### src/hmc_pkg.sv
// Contract
// - Configuration bit 6 drives general output low.
// - Bit 5 clears intrusion latch, self-clears after 10ms.
// - Bit 4 emits active-low reset pulse, 10ms minimum.
// - Reset-only pin mode clears bit 4 after pulse.
// - Bit 3 holds interrupt inactive, status frozen.
// - Bit 3 suspends temperature and voltage monitoring.
// - Bit 2 selects interrupt polarity, 1 means high.
// - Interrupt output driven only while bit 1 set.
// - Bit 0 runs monitoring; clear means shutdown.
// - Status-1 flags external interrupt and voltage channels.
// - Status-2 bit 5 flags overtemp, mode mask-2 bit 7.
// - Status-2 bit 0 flags hot limit, mode bit 6.
// - Status-2 bit 4 flags chassis intrusion input high.
// - Status-2 bits 3, 2 flag fan limits.
// - Status-2 bit 1 flags board temperature input event.
// - Mask bit 1 blocks its status from interrupt.
// - Default mode re-asserts each conversion until hysteresis.
// - One-shot mode fires once per excursion, re-arms.
// - Pin bit 7 selects reset output; both zero disables.
// - Pin bits 1, 0 choose fan level mode.
// - Level mode divisor bit picks trigger level.
// - Register 0x06 bits 7:4 return temperature low bits; the code does so only with bit 3 set, else bits 6:4 read 0.
// - Two-bit fan divisor selects prescale 1,2,4,8.
package hmc_pkg;

    // Register offsets on the serial port.
    localparam logic [7:0] ADDR_CFG = 8'h00;
    localparam logic [7:0] ADDR_ST1 = 8'h01;
    localparam logic [7:0] ADDR_ST2 = 8'h02;
    localparam logic [7:0] ADDR_M1  = 8'h03;
    localparam logic [7:0] ADDR_M2  = 8'h04;
    localparam logic [7:0] ADDR_PIN = 8'h05;
    localparam logic [7:0] ADDR_RES = 8'h06;

    // Reset values and the resolution write mask.
    localparam logic [7:0] RST_CFG  = 8'h08;
    localparam logic [7:0] RST_PIN  = 8'h14;
    localparam logic [7:0] RST_RES  = 8'h01;
    localparam logic [7:0] RES_WMASK = 8'h0E;

    // Configuration field positions.
    localparam int CFG_INIT   = 7;
    localparam int CFG_GPO    = 6;
    localparam int CFG_ICLR   = 5;
    localparam int CFG_RST    = 4;
    localparam int CFG_FREEZE = 3;
    localparam int CFG_POL    = 2;
    localparam int CFG_INTEN  = 1;
    localparam int CFG_START  = 0;

    // Pin setup field positions.
    localparam int PIN_RST_EN  = 7;
    localparam int PIN_OS_EN   = 6;
    localparam int PIN_F2_DIV  = 4;
    localparam int PIN_F1_DIV  = 2;
    localparam int PIN_F2_MODE = 1;
    localparam int PIN_F1_MODE = 0;

    // Overtemp and resolution field positions.
    localparam int RES_FINE   = 3;
    localparam int RES_OS_POL = 1;

    // Status and mask field positions.
    localparam int ST1_EXT     = 7;
    localparam int ST2_OS      = 5;
    localparam int ST2_INTR    = 4;
    localparam int ST2_FAN2    = 3;
    localparam int ST2_FAN1    = 2;
    localparam int ST2_BTI     = 1;
    localparam int ST2_HOT     = 0;
    localparam int M2_OS_MODE  = 7;
    localparam int M2_HOT_MODE = 6;

    // Pulse timing: a least time, so it rounds up to whole cycles.
    localparam int PULSE_MS     = 10;
    localparam int CLK_KHZ      = 100000;
    localparam int PULSE_CYCLES = PULSE_MS * CLK_KHZ;
    localparam int CNT_W        = 20;

    // Serial slave address; the value is arbitrary.
    localparam logic [6:0] BUS_ADDR = 7'h2C;

    // Serial slave sequence.
    typedef enum logic [2:0] {
        BUS_IDLE, BUS_ADDR_IN, BUS_ADDR_ACK, BUS_WR, BUS_WR_ACK,
        BUS_RD, BUS_RD_ACK
    } hmc_bus_state_type;

    // Whole state of the block.
    typedef struct packed {
        hmc_bus_state_type bus;
        logic              scl;
        logic              sda;
        logic [3:0]        bits;
        logic [7:0]        shift;
        logic              rw;
        logic              first;
        logic              ack;
        logic [7:0]        ptr;
        logic [7:0]        cfg;
        logic [7:0]        st1;
        logic [7:0]        st2;
        logic [7:0]        m1;
        logic [7:0]        m2;
        logic [7:0]        pin;
        logic [7:0]        res;
        logic [1:0]        exc;
        logic [CNT_W-1:0]  rst_cnt;
        logic [CNT_W-1:0]  clr_cnt;
        logic              sda_oe_n;
        logic              gpo_oe_n;
        logic              int_out;
        logic              int_oe_n;
        logic              sh_oe_n;
        logic              run;
    } hmc_state_type;

    localparam hmc_state_type RST_STATE = '{
        bus: BUS_IDLE, scl: 1'b1, sda: 1'b1, bits: 4'h0, shift: 8'h00,
        rw: 1'b0, first: 1'b0, ack: 1'b0, ptr: 8'h00, cfg: RST_CFG,
        st1: 8'h00, st2: 8'h00, m1: 8'h00, m2: 8'h00, pin: RST_PIN,
        res: RST_RES, exc: 2'h0, rst_cnt: 20'h00000, clr_cnt: 20'h00000,
        sda_oe_n: 1'b1, gpo_oe_n: 1'b1, int_out: 1'b1, int_oe_n: 1'b1,
        sh_oe_n: 1'b1, run: 1'b0
    };

endpackage

### src/hmc_regs.sv
`timescale 1ns/1ps
module hmc_regs #(
    parameter int unsigned PULSE_LEN = hmc_pkg::PULSE_CYCLES
) (
    // Clock and reset.
    input  wire logic       clock,
    input  wire logic       reset_n,
    // Serial register port.
    input  wire logic       scl,
    input  wire logic       sda_in,
    output logic            sda_out,
    output logic            sda_oe_n,
    // Event sources.
    input  wire logic       ext_int_n,
    input  wire logic       board_temp_input_n,
    input  wire logic       intrusion_input,
    input  wire logic       fan_one_input,
    input  wire logic       fan_two_input,
    input  wire logic [6:0] voltage_limit_hit,
    input  wire logic [1:0] fan_limit_hit,
    input  wire logic       conversion_done,
    input  wire logic [1:0] temp_above_limit,
    input  wire logic [1:0] temp_below_hyst,
    input  wire logic [3:0] temp_low_bits,
    // Pins driven by the block.
    output logic            general_output_pin_oe_n,
    output logic            int_out,
    output logic            int_oe_n,
    output logic            shared_pin_oe_n,
    output logic            intrusion_clear,
    // Controls to the measurement logic.
    output logic            monitor_run,
    output logic            fan_monitor_run,
    output logic            temp_fine_res,
    output logic [1:0]      fan_one_prescale,
    output logic [1:0]      fan_two_prescale,
    output logic            fan_one_input_mode,
    output logic            fan_two_input_mode
);
    import hmc_pkg::*;

    // Pulse length in cycles at the counter width.
    localparam logic [CNT_W-1:0] PULSE = CNT_W'(PULSE_LEN);

    hmc_state_type q;   // Registered state.
    hmc_state_type d;   // Next state.

    // Bus line events, seen against last cycle's sample.
    logic       scl_rise;
    logic       scl_fall;
    logic       bus_start;
    logic       bus_stop;
    logic       load_rd;    // A read byte is fetched this cycle.
    logic [7:0] rd_data;    // Byte at the pointer.
    logic [7:0] set1;       // Status-1 events this cycle.
    logic [7:0] set2;       // Status-2 events this cycle.
    logic       pending;    // Some unmasked status bit is set.
    logic       fan_lvl_2;
    logic       fan_lvl_1;

    // Open-drain data line only ever pulls low.
    assign sda_out = 1'b0;

    // Read multiplexer; the resolution register shows live temperature
    // bits above its stored controls and the shared pin level at bit 0.
    always_comb begin
        case (q.ptr)
            ADDR_CFG: rd_data = q.cfg;
            ADDR_ST1: rd_data = q.st1;
            ADDR_ST2: rd_data = q.st2;
            ADDR_M1:  rd_data = q.m1;
            ADDR_M2:  rd_data = q.m2;
            ADDR_PIN: rd_data = q.pin;
            ADDR_RES: begin
                rd_data = {q.res[RES_FINE] ? temp_low_bits :
                           {temp_low_bits[3], 3'h0},
                           q.res[3:1], q.sh_oe_n};
            end
            default:  rd_data = 8'h00;
        endcase
    end

    // Event collection. Monitoring results only count while monitoring
    // runs; the pin events count unless status is frozen.
    always_comb begin
        fan_lvl_2 = (fan_two_input == !q.pin[PIN_F2_DIV]);
        fan_lvl_1 = (fan_one_input == !q.pin[PIN_F1_DIV]);
        set1 = 8'h00;
        set2 = 8'h00;
        set1[ST1_EXT] = !ext_int_n;
        set1[6:0] = q.run ? voltage_limit_hit : 7'h00;
        set2[ST2_INTR] = intrusion_input;
        set2[ST2_BTI] = !board_temp_input_n;
        if (q.cfg[CFG_START]) begin
            set2[ST2_FAN2] = q.pin[PIN_F2_MODE] ? fan_lvl_2
                                                : fan_limit_hit[1];
            set2[ST2_FAN1] = q.pin[PIN_F1_MODE] ? fan_lvl_1
                                                : fan_limit_hit[0];
        end
        // Temperature: index 0 is the hot limit, 1 the overtemp limit.
        for (int t = 0; t < 2; t++) begin
            logic one_shot, hit;
            hit = 1'b0;
            one_shot = t == 0 ? q.m2[M2_HOT_MODE] : q.m2[M2_OS_MODE];
            if (one_shot) begin
                hit = conversion_done && temp_above_limit[t]
                      && !q.exc[t];
            end else begin
                hit = conversion_done && !temp_below_hyst[t]
                      && (temp_above_limit[t] || q.exc[t]);
            end
            if (t == 0) begin
                set2[ST2_HOT] = q.run && hit;
            end else begin
                set2[ST2_OS] = q.run && hit;
            end
        end
        if (q.cfg[CFG_FREEZE]) begin
            set1 = 8'h00;
            set2 = 8'h00;
        end
    end

    // Interrupt request from unmasked status bits.
    assign pending = |(q.st1 & ~q.m1) || |(q.st2[5:0] & ~q.m2[5:0]);

    assign scl_rise  = scl && !q.scl;
    assign scl_fall  = !scl && q.scl;
    assign bus_start = scl && q.scl && q.sda && !sda_in;
    assign bus_stop  = scl && q.scl && !q.sda && sda_in;

    // Next-state logic: serial slave, register writes, counters, pins.
    always_comb begin
        d = q;
        load_rd = 1'b0;
        d.scl = scl;
        d.sda = sda_in;

        // Pulse counters run down; the clear counter's end clears its bit, the reset counter's end only in reset-only pin mode.
        if (q.clr_cnt != '0) begin
            d.clr_cnt = q.clr_cnt - CNT_W'(1);
            if (q.clr_cnt == CNT_W'(1)) begin
                d.cfg[CFG_ICLR] = 1'b0;
            end
        end
        if (q.rst_cnt != '0) begin
            d.rst_cnt = q.rst_cnt - CNT_W'(1);
            if (q.rst_cnt == CNT_W'(1) && q.pin[PIN_RST_EN]
                && !q.pin[PIN_OS_EN]) begin
                d.cfg[CFG_RST] = 1'b0;
            end
        end

        // Serial slave. Data is taken on the rising clock edge and the
        // line is changed only on the falling edge, as the bus expects.
        if (bus_start) begin
            d.bus = BUS_ADDR_IN;
            d.bits = 4'h0;
            d.sda_oe_n = 1'b1;
        end else if (bus_stop) begin
            d.bus = BUS_IDLE;
            d.sda_oe_n = 1'b1;
        end else begin
            case (q.bus)
                BUS_IDLE: begin
                    d.sda_oe_n = 1'b1;
                end
                BUS_ADDR_IN, BUS_WR: begin
                    if (scl_rise) begin
                        d.shift = {q.shift[6:0], sda_in};
                        d.bits = q.bits + 4'h1;
                    end else if (scl_fall && q.bits == 4'h8) begin
                        d.bits = 4'h0;
                        if (q.bus == BUS_WR) begin
                            d.bus = BUS_WR_ACK;
                            d.sda_oe_n = 1'b0;
                            if (q.first) begin
                                d.ptr = q.shift;
                                d.first = 1'b0;
                            end else begin
                                d.ptr = q.ptr + 8'h01;
                                case (q.ptr)
                                    ADDR_CFG: begin
                                        d.cfg = q.shift;
                                        d.cfg[CFG_INIT] = 1'b0;
                                        if (q.shift[CFG_ICLR]) begin
                                            d.clr_cnt = PULSE;
                                        end
                                        if (q.shift[CFG_RST]
                                            && q.rst_cnt <= CNT_W'(1)) begin
                                            d.rst_cnt = PULSE;
                                        end
                                        // Initialisation reloads the
                                        // writable registers.
                                        if (q.shift[CFG_INIT]) begin
                                            d.cfg = RST_CFG;
                                            d.m1 = 8'h00;
                                            d.m2 = 8'h00;
                                            d.pin = RST_PIN;
                                            d.res = RST_RES;
                                        end
                                    end
                                    ADDR_M1:  d.m1 = q.shift;
                                    ADDR_M2:  d.m2 = q.shift;
                                    ADDR_PIN: d.pin = q.shift;
                                    ADDR_RES: d.res = q.shift & RES_WMASK;
                                    default:  d.m1 = q.m1;
                                endcase
                            end
                        end else if (q.shift[7:1] == BUS_ADDR) begin
                            d.bus = BUS_ADDR_ACK;
                            d.rw = q.shift[0];
                            d.sda_oe_n = 1'b0;
                        end else begin
                            d.bus = BUS_IDLE;
                        end
                    end
                end
                BUS_ADDR_ACK, BUS_WR_ACK: begin
                    if (scl_fall) begin
                        d.bits = 4'h0;
                        d.sda_oe_n = 1'b1;
                        d.bus = BUS_WR;
                        if (q.bus == BUS_ADDR_ACK) begin
                            d.first = 1'b1;
                            if (q.rw) begin
                                load_rd = 1'b1;
                            end
                        end
                    end
                end
                BUS_RD: begin
                    if (scl_fall) begin
                        if (q.bits == 4'h8) begin
                            d.bus = BUS_RD_ACK;
                            d.sda_oe_n = 1'b1;
                        end else begin
                            d.shift = {q.shift[6:0], 1'b0};
                            d.sda_oe_n = q.shift[6];
                            d.bits = q.bits + 4'h1;
                        end
                    end
                end
                BUS_RD_ACK: begin
                    if (scl_rise) begin
                        d.ack = !sda_in;
                    end else if (scl_fall) begin
                        if (q.ack) begin
                            load_rd = 1'b1;
                        end else begin
                            d.bus = BUS_IDLE;
                        end
                    end
                end
                default: begin
                    d.bus = BUS_IDLE;
                    d.sda_oe_n = 1'b1;
                end
            endcase
        end

        // Fetch a read byte and drive its first bit; the pointer steps on.
        if (load_rd) begin
            d.bus = BUS_RD;
            d.shift = rd_data;
            d.sda_oe_n = rd_data[7];
            d.bits = 4'h1;
            d.ptr = q.ptr + 8'h01;
        end

        // Status: a read clears, a same-cycle event still sets.
        d.st1 = ((load_rd && q.ptr == ADDR_ST1) ? 8'h00 : q.st1) | set1;
        d.st2 = ((load_rd && q.ptr == ADDR_ST2) ? 8'h00 : q.st2) | set2;

        // Excursion state follows the comparators at each conversion while monitoring runs.
        if (q.run && conversion_done) begin
            for (int t = 0; t < 2; t++) begin
                if (temp_above_limit[t]) begin
                    d.exc[t] = 1'b1;
                end else if (temp_below_hyst[t]) begin
                    d.exc[t] = 1'b0;
                end
            end
        end

        // Pin and control outputs, all registered.
        d.run = q.cfg[CFG_START] && !q.cfg[CFG_FREEZE];
        d.gpo_oe_n = !q.cfg[CFG_GPO];
        d.int_oe_n = !q.cfg[CFG_INTEN];
        d.int_out = (pending && !q.cfg[CFG_FREEZE])
                    == q.cfg[CFG_POL];
        if (q.pin[PIN_RST_EN]) begin
            d.sh_oe_n = (q.rst_cnt == '0);
        end else if (q.pin[PIN_OS_EN]) begin
            // Pull low when the asserted level is low, or the reverse.
            d.sh_oe_n = q.exc[1] == q.res[RES_OS_POL];
        end else begin
            d.sh_oe_n = 1'b1;
        end
    end

    // One register for the whole state; reset is synchronous.
    always_ff @(posedge clock) begin
        if (!reset_n) begin
            q <= RST_STATE;
        end else begin
            q <= d;
        end
    end

    // Outputs straight from the state register.
    assign sda_oe_n                = q.sda_oe_n;
    assign general_output_pin_oe_n = q.gpo_oe_n;
    assign int_out                 = q.int_out;
    assign int_oe_n                = q.int_oe_n;
    assign shared_pin_oe_n         = q.sh_oe_n;
    assign intrusion_clear         = q.cfg[CFG_ICLR];
    assign monitor_run             = q.run;
    assign fan_monitor_run         = q.cfg[CFG_START];
    assign temp_fine_res           = q.res[RES_FINE];
    assign fan_one_prescale        = q.pin[PIN_F1_DIV+1:PIN_F1_DIV];
    assign fan_two_prescale        = q.pin[PIN_F2_DIV+1:PIN_F2_DIV];
    assign fan_one_input_mode      = q.pin[PIN_F1_MODE];
    assign fan_two_input_mode      = q.pin[PIN_F2_MODE];

    // General output follows its control bit.
    gpo_drive_a: assert property (
        @(posedge clock) disable iff (!reset_n)
        q.cfg[CFG_GPO] |=> !general_output_pin_oe_n)
        else $error("general output not pulled low");

    // Intrusion clear ends with its counter.
    clear_self_a: assert property (
        @(posedge clock) disable iff (!reset_n)
        (q.clr_cnt == CNT_W'(1) && !(load_rd && 1'b0)
         && q.bus != BUS_WR) |=> !intrusion_clear)
        else $error("intrusion clear did not end");

    // Reset pulse shows low on the pin while it runs.
    pulse_low_a: assert property (
        @(posedge clock) disable iff (!reset_n)
        (q.rst_cnt != '0 && q.pin[PIN_RST_EN]) |=> !shared_pin_oe_n)
        else $error("reset pulse not on pin");

    // Reset-only mode clears the request bit at pulse end.
    auto_clear_a: assert property (
        @(posedge clock) disable iff (!reset_n)
        (q.rst_cnt == CNT_W'(1) && q.pin[7:6] == 2'b10
         && q.bus != BUS_WR) |=> !q.cfg[CFG_RST])
        else $error("reset bit not cleared");

    // Freeze keeps the interrupt inactive.
    int_quiet_a: assert property (
        @(posedge clock) disable iff (!reset_n)
        (q.cfg[CFG_FREEZE] && q.cfg[CFG_POL]) |=> !int_out)
        else $error("interrupt active while frozen");

    // Freeze sets no new status bit.
    status_hold_a: assert property (
        @(posedge clock) disable iff (!reset_n)
        q.cfg[CFG_FREEZE] |=> ((q.st1 & ~$past(q.st1)) == 8'h00
                               && (q.st2 & ~$past(q.st2)) == 8'h00))
        else $error("status changed while frozen");

    // Freeze stops monitoring within two cycles.
    run_stop_a: assert property (
        @(posedge clock) disable iff (!reset_n)
        q.cfg[CFG_FREEZE] [*2] |-> !monitor_run)
        else $error("monitoring ran while frozen");

    // Interrupt pin released while disabled.
    int_en_a: assert property (
        @(posedge clock) disable iff (!reset_n)
        !q.cfg[CFG_INTEN] |=> int_oe_n)
        else $error("interrupt driven while disabled");

    // Masked status leaves the interrupt at its idle level.
    mask_gate_a: assert property (
        @(posedge clock) disable iff (!reset_n)
        ((q.st1 & ~q.m1) == 8'h00 && (q.st2[5:0] & ~q.m2[5:0]) == 6'h00
         && q.cfg[CFG_POL]) |=> !int_out)
        else $error("masked status raised interrupt");

    // Level-mode fan input flags its status bit.
    fan_level_a: assert property (
        @(posedge clock) disable iff (!reset_n)
        (q.pin[PIN_F2_MODE] && q.cfg[CFG_START] && !q.cfg[CFG_FREEZE]
         && fan_two_input == !q.pin[PIN_F2_DIV]) |=> q.st2[ST2_FAN2])
        else $error("fan level event lost");

endmodule // hmc_regs

### config.mk
export PLATFORM = sky130hd
export DESIGN_NAME = hmc_regs
export DESIGN_NICKNAME = d
export VERILOG_FILES = /design/src/hmc_pkg.sv /design/src/hmc_regs.sv
export SDC_FILE = /design/constraint.sdc
export NUM_CORES = 1
export LEC_CHECK = 0
export ABC_CLOCK_PERIOD_IN_PS = 6100
export BUFFER_PORTS_ARGS = -buffer_cell sky130_fd_sc_hd__buf_2
export CORE_UTILIZATION = 35
export DETAILED_ROUTE_END_ITERATION = 12
export REMOVE_ABC_BUFFERS = 1
export SYNTH_ARGS = -nofsm -noshare
export SYNTH_HDL_FRONTEND = slang
export SYNTH_SLANG_ARGS = --single-unit
### constraint.sdc
create_clock -name clock -period 6.1 [get_ports clock]
set_input_delay 0.61 -clock clock [delete_from_list [all_inputs] [get_ports clock]]
set_output_delay 0.61 -clock clock [all_outputs]
set_load 0.1 [all_outputs]
==> metrics.yaml, run 1 <==
run_status:
  status: "complete, no violations"
setup_path:
  rrSetupSlack_ns: 3.26
  cpMaxStageDelayCell: "ha_1"
  path_common_cell: "nand2_1"
  worstPathArrival_ns: 3.13
  cp_data_required_time_ns: 6.39
  worstSetupEndpointType: "register"
  r2r_cells: 8
  startpoint_type: "register"
  r2r-start: "q[104]"
  path_cells: "inv_1 > ha_1 > nor2b_1 > nand3b_1 > nor2_1 > nand2_1 > nand2_1 > a211oi_1"
  timing.rr.end: "q[7]"
  max_stage_delay_ns: 0.68
  crit_type: "register to register"
  cp_max_fo: 20
drt:
  routed_wl_um: 17000
  route.met3.wl_um: 844
  highest_layer: "met4"
  vias_per_cell: 5.52
  wl_met1_um: 8230
  route.antenna.remaining_nets: 0
  drt-pass1-iter-count: 7
  drc: 0
  drt-initial-drc-count: 507
  num_vias: 5703
  wire_per_inst_um: 16.5
  wl_met2_um: 7590
clock_tree:
  hold_buffers: 0
  cts_made_buffers: 17
  max-clock-path-buffers: 2
  clk_latency_ns: 0.42
  h-tree-depth: 4
  clk_pin_slew_worst_paths_ns: 0.06
  ctsRootBufferMaster: "clkbuf_16"
  cts_setup_buffers: 0
  cts_tree: "yes"
  cts-resized-gates: 0
  cts.sinks: 124
timing:
  tns_ns: 0
  fin_worst_skew_ns: 0.0131
  drv_slew: 0
  fin_crit_sh: 0.465
  setup_ws_ns: 3.26
  hold_violations: 0
  fmax_mhz: 352
  tightest_slew_ns: 1.01
  rsz0062_at_grt: "no"
  layout_min_cycle_time_ns: 2.84
  slew_headroom: 0.324
  setup_violations: 0
layout:
  fin_cells: 1033
  final_common_cell: "dfxtp_1"
  drive_above_1_share: 0.101
  nNetsFinal: 835
  n_antenna_cell: 0
  areaGrowthSynthToFinish_pct: 13.6
  final_cell_mix: "dfxtp_1 (124), nor2_1 (120), nand2_1 (67), a21oi_1 (51), buf_2 (41)"
hold_path:
  hp-class: "register to register"
  hold_depth: 1
  min_from: "q[97]"
  min_to: "int_oe_n"
power_and_ir_drop:
  peakVddDrop_v: 0.000177
  power_mw: 3.02
  leakage_nw: 2.62
  p_per_area_nw_per_um2: 422
placed_design:
  dp_cells: 1002
  port_buffers: 41
  gp_congestion: 0.849
  place_ws_ns: 3.16
  hpwl_um: 11400
floorplan:
  start_util: 0.362
  ios: 43
  chipWidth_um: 136
  fp.coreArea_um2: 17400
  rows: 48
  dieHeight_um: 136
  die-area_um2: 18600
run:
  cap_violations: 0
yosys:
  ys_types: 66
  synth.avg_cell_area_um2: 8.03
  ys.flop_type: "dfxtp_1"
  async_flop_share: 0
  yosysWarnings: 0
  synth_cells: 785
  synthesis.area_um2: 6300
  ys_ff_latch: 124
  synth_edf_count: 0
  seq_area_frac_synth: 0.394
grt:
  grt_start_max_net_pins: 63
  grt_pass1_vias: 5297
  grt_usage: 0.192
  antenna_found_initial: 0
  grt_overflow_total: 0
  grt_pass1_wl_um: 27800
## metrics by stage
step                hold slack [ns]   util  area, µm²
detailed placement            0.409  0.378       6580
global placement              0.411  0.378       6580
global route                  0.432  0.411       7160
floorplan                     0.371      -       6090
finish                        0.412  0.411       7160
CTS                           0.415  0.411       7160
## logic make-up (layout without fill, tap and decap cells)
logic type / Yosys count / count (layout) / share of synthesized area
muxes: 7 / 7 / 0.0117
and+or+nand+nor: 312 / 312 / 0.237
xor gates and xnor gates: 34 / 34 / 0.0472
DFF: 124 / 124 / 0.394
adders and majority gates: 12 / 12 / 0.0238
buffers and inverters: 79 / 102 / 0.0514
AOI/OAI and AO/OA: 216 / 216 / 0.235
other: 1 / 1 / 0.000595
## layer usage
metal,up-vias,track usage
li1,2859,-
met3,26,0.0410
met5,-,0
met2,178,0.295
met1,2640,0.258
met4,0,0.0802
## cell usage after synthesis, types with 7 or more instances
master	instances	share of area
xnor2_1	27	0.038
nor2_1	120	0.071
nor3_1	21	0.017
a21oi_1	51	0.040
a22oi_1	40	0.048
nand2_1	67	0.040
and3_1	9	0.0089
clkbuf_1	42	0.025
a211oi_1	7	0.0083
nand2b_1	12	0.012
ha_1	12	0.024
inv_1	28	0.017
nor2b_1	10	0.0099
o21ai_0	29	0.023
a22o_1	18	0.025
dfxtp_1	124	0.39
xor2_1	7	0.0097
o22ai_1	14	0.014
a31oi_1	10	0.0099
nor4_1	14	0.014
nand3_1	23	0.018
## worst max-delay path: cells and delay by family, from the launching register on
kind	cells	cell delay [ns]
and+or+nand+nor	5	1.48
adders and majority gates	1	0.68
DFF	1	0.34
buffers and inverters	1	0.11
AOI/OAI and AO/OA	1	0.10
## sequential cells by signal, summed over array words and instances (netlist names)
signal,flops
int_oe_n,1
fan_one_prescale,2
sda_oe_n,1
q,109
fan_two_input_mode,1
fan_monitor_run,1
monitor_run,1
temp_fine_res,1
general_output_pin_oe_n,1
fan_two_prescale,2
int_out,1
intrusion_clear,1
shared_pin_oe_n,1
fan_one_input_mode,1
## how the worst max path moves through the flow
| stage | from | slack (ns) | to |
|---|---|---|---|
| after floorplan | scl | 3.78 | q[106] |
| after global placement | scl | 3.21 | q[71] |
| after detailed placement | scl | 3.16 | q[7] |
| after CTS | q[104] | 3.25 | q[7] |
| after global routing | q[104] | 3.03 | q[26] |
| final | q[104] | 3.26 | q[7] |
## power breakdown
group          leakage [nW]  total, mW  internal [mW]  switching (mW)
sequential             1.01       1.08          0.935           0.150
combinational          1.34      0.951          0.404           0.547
clock                 0.278      0.988          0.617           0.371
total                  2.62       3.02           1.96            1.07
## area by class of cell
cell class	count	area, µm²
Clock inverter	11	120
Sequential cell	124	2480
Multi-Input combinational cell	582	3500
Inverter	29	109
Timing Repair Buffer	42	213
Tap cell	225	282
Clock buffer	20	457
Fill cell	1798	10300
No activity file was read; power rests on OpenSTA's default activity.
==> inputs of run 2 (changes only) <==
--- a/config.mk
+++ b/config.mk
@@ -5,7 +5,7 @@
 export SDC_FILE = /design/constraint.sdc
 export NUM_CORES = 1
 export LEC_CHECK = 0
-export ABC_CLOCK_PERIOD_IN_PS = 6100
+export ABC_CLOCK_PERIOD_IN_PS = 2500
 export BUFFER_PORTS_ARGS = -buffer_cell sky130_fd_sc_hd__buf_2
 export CORE_UTILIZATION = 35
 export DETAILED_ROUTE_END_ITERATION = 12
==> constraint.sdc (replaced) <==
create_clock -name clock -period 2.5 [get_ports clock]
set_input_delay 0.25 -clock clock [delete_from_list [all_inputs] [get_ports clock]]
set_output_delay 0.25 -clock clock [all_outputs]
set_load 0.1 [all_outputs]
==> run 2 against run 1 <==
First-iteration DRC count fell by 10%. Core utilization is 2.1 points higher. Die area stayed put. Setup slack lost 3.1 ns. Routed wire length grew 2.0%. Critical path type unchanged.
==> metrics.yaml, run 2 (same netlist as run 1, synthesis figures left out) <==
setup_path:
  startpoint_type: "register"
  cp_data_required_time_ns: 2.79  # -3.60 ns
  worstSetupEndpointType: "register"
  rrSetupSlack_ns: 0.14  # -3.12 ns
  crit_type: "register to register"
  cp_max_fo: 9  # -55%
  worstPathArrival_ns: 2.65  # -0.48 ns
drt:
  num_vias: 5851  # +2.6%
  routed_wl_um: 17400  # +2.0%
  vias_per_cell: 5.44  # -1.4%
  drt-pass1-iter-count: 5  # -2
  route.antenna.remaining_nets: 0  # unchanged
  wire_per_inst_um: 16.2  # -2.0%
  drt-initial-drc-count: 456  # -10%
  drc: 0  # unchanged
power_and_ir_drop:
  p_seq_frac: 0.335  # -0.024
  p_int_mw: 5.05  # +160%
  p_per_area_nw_per_um2: 1030  # +140%
  peakVddDrop_v: 0.000438  # +150%
  leakage_nw: 2.85  # +8.7%
  p_sw_frac: 0.346  # -0.00692
  power_frac_clock: 0.338  # +0.011
  combPwrFrac: 0.327  # +0.013
  power.switching_mw: 2.67  # +150%
run:
  cap_violations: 0  # unchanged
clock_tree:
  cts-resized-gates: 0  # unchanged
  h-tree-depth: 4  # unchanged
  max-clock-path-buffers: 2  # unchanged
  ctsRootBufferMaster: "clkbuf_16"
  clk_pin_slew_worst_paths_ns: 0.06  # about the same
  cts_tree: "yes"
  cts.sinks: 124  # unchanged
  clk_latency_ns: 0.42  # about the same
  cts_made_buffers: 17  # unchanged
placed_design:
  place_ws_ns: 0.113  # -3.05 ns
  hpwl_um: 12100  # +6.2%
  gp_congestion: 0.874  # +3.0%
  port_buffers: 41  # unchanged
layout:
  largest_reg_flops: 109  # unchanged
  areaGrowthSynthToFinish_pct: 19.4
  final_common_cell: "dfxtp_1"
  n_antenna_cell: 0  # unchanged
  nNetsFinal: 876  # +4.9%
  top_register: "q"
  drive_above_1_share: 0.146  # +0.0444
  final_cell_mix: "dfxtp_1 (124), nor2_1 (120), nand2_1 (67), a21oi_1 (51)"
grt:
  grt_pass1_vias: 5409  # +2.1%
  grt_overflow_total: 0  # unchanged
  grt_start_max_net_pins: 29  # -54%
  grt_pass1_wl_um: 28200  # +1.6%
  grt_usage: 0.195  # +0.00304
  antenna_found_initial: 0  # unchanged
timing:
  tightest_slew_ns: 0.670  # -0.338 ns
  fin_crit_sh: 0.943  # +0.477
  layout_min_cycle_time_ns: 2.36  # -0.481 ns
  fmax_mhz: 424  # +20%
  tns_ns: 0  # unchanged
  hold_violations: 0  # unchanged
  setup_violations: 0  # unchanged
  slew_headroom: 0.553  # +0.230
  rsz0062_at_grt: "no"
  drv_slew: 0  # unchanged
  fin_worst_skew_ns: 0.00799  # -0.00511 ns
  setup_ws_ns: 0.144  # -3.12 ns
floorplan:
  ios: 43  # unchanged
  die-area_um2: 18600  # unchanged
  fp.coreArea_um2: 17400  # unchanged
  rows: 48  # unchanged
  chipWidth_um: 136  # unchanged
  dieHeight_um: 136  # unchanged
  start_util: 0.362  # unchanged
run_status:
  status: "complete, no violations"
hold_path:
  hp-class: "input port to register"
==> run 2: per-layer routing <==
| metal | vias to the layer above | share of wire | track usage |
|---|---|---|---|
| met5 | - | 0 | 0 |
| met4 | 0 | 0.018 | 0.0531 |
| met3 | 27 | 0.051 | 0.0481 |
| met2 | 149 | 0.46 | 0.308 |
| met1 | 2746 | 0.47 | 0.262 |
| li1 | 2929 | - | - |
==> run 2: per-stage QoR <==
stage	utilization	hold WS [ns]	std cells	total power, mW	instance area, µm²
2_1_floorplan	-	0.312	735	4.51	6090
3_3_place_gp	0.396	0.408	1042	5.07	6900
3_5_place_dp	0.396	0.404	1042	5.10	6900
4_1_cts	0.432	0.0604	1074	7.75	7520
5_1_grt	0.432	0.0717	1075	8.22	7530
6_report	0.432	0.0659	1075	7.72	7530
==> run 2: final timing paths <==
| check | from | end | cells after the start |
|---|---|---|---|
| min | voltage_limit_hit[6] | q[94] | 3 |
| min reg2reg | q[97] | int_oe_n | 1 |
| max reg2reg | q[9] | q[15] | 6 |
| max | q[9] | q[15] | 6 |
==> run 2: critical path: stages (launching register included) <==
cell     delay (ns)
dfxtp_1        0.34
or4_4          0.56
or4b_4         0.64
o31ai_4        0.35
nor3_1         0.11
xnor2_1        0.16
a21oi_1        0.08
==> run 2: cell type report <==
| cell class | instances | area, µm² |
|---|---|---|
| well taps | 225 | 282 |
| fillers | 1770 | 9890 |
| multi-input cells | 582 | 3500 |
| clock buffers | 18 | 429 |
| inverters | 29 | 109 |
| clock inverters | 14 | 195 |
| flip-flops and latches | 124 | 2480 |
| repair buffers | 83 | 533 |
==> run 2: repair_timing <==
| action | in CTS | in global routing |
|---|---|---|
| hold buffers | 0 | 0 |
| endpoints found under the setup margin | 0 | 3 |
| buffers inserted | 0 | 1 |
==> run 2: power groups by stage <==
stage	logic [mW]	registers (mW)	clock network (mW)
6_report	2.52	2.59	2.61
5_1_grt	2.84	2.63	2.75
4_1_cts	2.51	2.58	2.66
3_5_place_dp	2.48	2.62	0
3_3_place_gp	2.46	2.61	0
2_1_floorplan	1.88	2.64	0
==> inputs of run 3 (changes only) <==
--- a/config.mk
+++ b/config.mk
@@ -9,6 +9,7 @@
 export BUFFER_PORTS_ARGS = -buffer_cell sky130_fd_sc_hd__buf_2
 export CORE_UTILIZATION = 35
 export DETAILED_ROUTE_END_ITERATION = 12
+export PLACE_DENSITY = 0.55
 export REMOVE_ABC_BUFFERS = 1
 export SYNTH_ARGS = -nofsm -noshare
 export SYNTH_HDL_FRONTEND = slang
==> run 3 against run 2 <==
Combinational power rose by 2%. Highest routed layer unchanged. Count of clock-buffer cells in the layout rose by 2. Via count rose by 1.3%. Clock power fell by 8.0%. Largest cell class unchanged. Sequential power barely moved. Critical path type unchanged. Clock skew fell by 0.00060 ns. Register-to-register slack got worse by 0.04 ns.
==> metrics.yaml, run 3 (same netlist as run 1, synthesis figures left out) <==
run_status:
  status: "complete, no violations"
setup_path:
  startpoint_type: "register"
  worstSetupEndpointType: "register"
  worstPathArrival_ns: 2.69  # +0.04 ns
  rrSetupSlack_ns: 0.11  # -0.04 ns
  cp_max_fo: 9  # unchanged
  cp_data_required_time_ns: 2.79  # about the same
  timing.rr.end: "q[15]"
  r2r-start: "q[9]"
  crit_type: "register to register"
  r2r_cells: 6  # unchanged
  startpoint: "q[9]"
  cp-endpoint: "q[15]"
clock_tree:
  max-clock-path-buffers: 2  # unchanged
  cts.sinks: 124  # unchanged
  clk_latency_ns: 0.42  # about the same
  ctsRootBufferMaster: "clkbuf_16"
  h-tree-depth: 4  # unchanged
  clk_pin_slew_worst_paths_ns: 0.06  # about the same
  hold_buffers: 0  # unchanged
  cts_tree: "yes"
  cts_made_buffers: 17  # unchanged
floorplan:
  rows: 48  # unchanged
  die-area_um2: 18600  # unchanged
  dieHeight_um: 136  # unchanged
  ios: 43  # unchanged
  fp.coreArea_um2: 17400  # unchanged
  chipWidth_um: 136  # unchanged
  start_util: 0.362  # unchanged
timing:
  fin_crit_sh: 0.958  # +0.0154
  fin_worst_skew_ns: 0.00739  # -0.000597 ns
  drv_slew: 0  # unchanged
  setup_ws_ns: 0.105  # -0.0386 ns
  fmax_mhz: 418  # -1.6%
  rsz0062_at_grt: "no"
  tightest_slew_ns: 0.675  # +0.00524 ns
  layout_min_cycle_time_ns: 2.39  # +0.0386 ns
  setup_violations: 0  # unchanged
  hold_violations: 0  # unchanged
  tns_ns: 0  # unchanged
  slew_headroom: 0.550  # -0.00350
placed_design:
  place_ws_ns: 0.114  # +0.000702 ns
  port_buffers: 41  # unchanged
  gp_congestion: 0.881  # +0.79%
  post_dp_cell_area_um2: 6890  # about the same
  hpwl_um: 12400  # +2.7%
hold_path:
  min_from: "voltage_limit_hit[0]"
  hp-class: "input port to register"
  hold_depth: 3  # unchanged
grt:
  antenna_found_initial: 0  # unchanged
  grt_start_max_net_pins: 32  # +10%
  grt_usage: 0.203  # +0.00765
  grt_overflow_total: 0  # unchanged
  grt_pass1_wl_um: 28900  # +2.5%
  grt_pass1_vias: 5443  # +0.63%
layout:
  largest_reg_flops: 109  # unchanged
  final_cell_area_um2: 7480  # -0.66%
  nNetsFinal: 877  # +0.11%
  final_cell_mix: "dfxtp_1 (124), nor2_1 (120), nand2_1 (67), a21oi_1 (51), buf_4 (43)"
  final_common_cell: "dfxtp_1"
  drive_above_1_share: 0.147  # +0.00118
  n_antenna_cell: 0  # unchanged
  num-fill-cells: 1797  # +1.5%
  finalCoreUtilization: 0.429  # -0.00287
  top_register: "q"
  areaGrowthSynthToFinish_pct: 18.6
drt:
  route.antenna.remaining_nets: 0  # unchanged
  drt-pass1-iter-count: 5  # unchanged
  vias_per_cell: 5.51  # +1.3%
  routed_wl_um: 17800  # +2.2%
  wire_per_inst_um: 16.5  # +2.2%
  num_vias: 5927  # +1.3%
  drt-initial-drc-count: 552  # +21%
  drc: 0  # unchanged
power_and_ir_drop:
  power_mw: 7.55  # -2.2%
  leakage_nw: 2.83  # -0.59%
  peakVddDrop_v: 0.000474  # +8.2%
  p_per_area_nw_per_um2: 1010  # -1.5%
run:
  cap_violations: 0  # unchanged
run 3: what timing repair did:
action	in CTS	in global routing
gates resized for setup	0	1
endpoints found under the setup margin	0	4
setup buffers	0	1
run 3: worst min-delay path by stage:
stage	slack (ns)	to
final	0.07	q[88]
after global routing	0.07	q[88]
after CTS	0.05	q[90]
after detailed placement	0.42	int_oe_n
after global placement	0.41	int_oe_n
after floorplan	0.31	int_out
run 3: report_power, final:
| group | leakage (nW) | total (mW) | internal [mW] | switching [mW] |
|---|---|---|---|---|
| sequential | 1.01 | 2.58 | 2.28 | 0.298 |
| combinational | 1.55 | 2.57 | 1.13 | 1.44 |
| clock | 0.278 | 2.40 | 1.51 | 0.894 |
run 3: metrics by stage:
stage | instances | hold slack, ns
finish | 1075 | 0.0706
floorplan | 735 | 0.312
detailed placement | 1043 | 0.422
CTS | 1074 | 0.0495
global placement | 1043 | 0.406
global route | 1075 | 0.0709
run 3: metal layers:
layer	part of all wire	global-route usage	vias up
li1	-	-	2946
met1	0.49	0.278	2817
met2	0.45	0.313	142
met3	0.039	0.0421	22
met4	0.018	0.0710	0
met5	0	0	-
run 3: cell type report:
type | instances | area (µm²) | share of cell area
multi-input combinational | 582 | 3500 | 0.468
inverter | 29 | 109 | 0.0146
clock inverter | 11 | 120 | 0.0161
timing repair buffer | 84 | 528 | 0.0706
clock buffer | 20 | 457 | 0.0611
sequential | 124 | 2480 | 0.332
tap | 225 | 282 | 0.0377
run 3: worst max-delay path: stages (launching register included):
cell     delay, ns
dfxtp_1       0.34
or4_4         0.56
or4b_4        0.64
o31ai_4       0.41
nor3_1        0.10
xnor2_1       0.14
a21oi_1       0.08
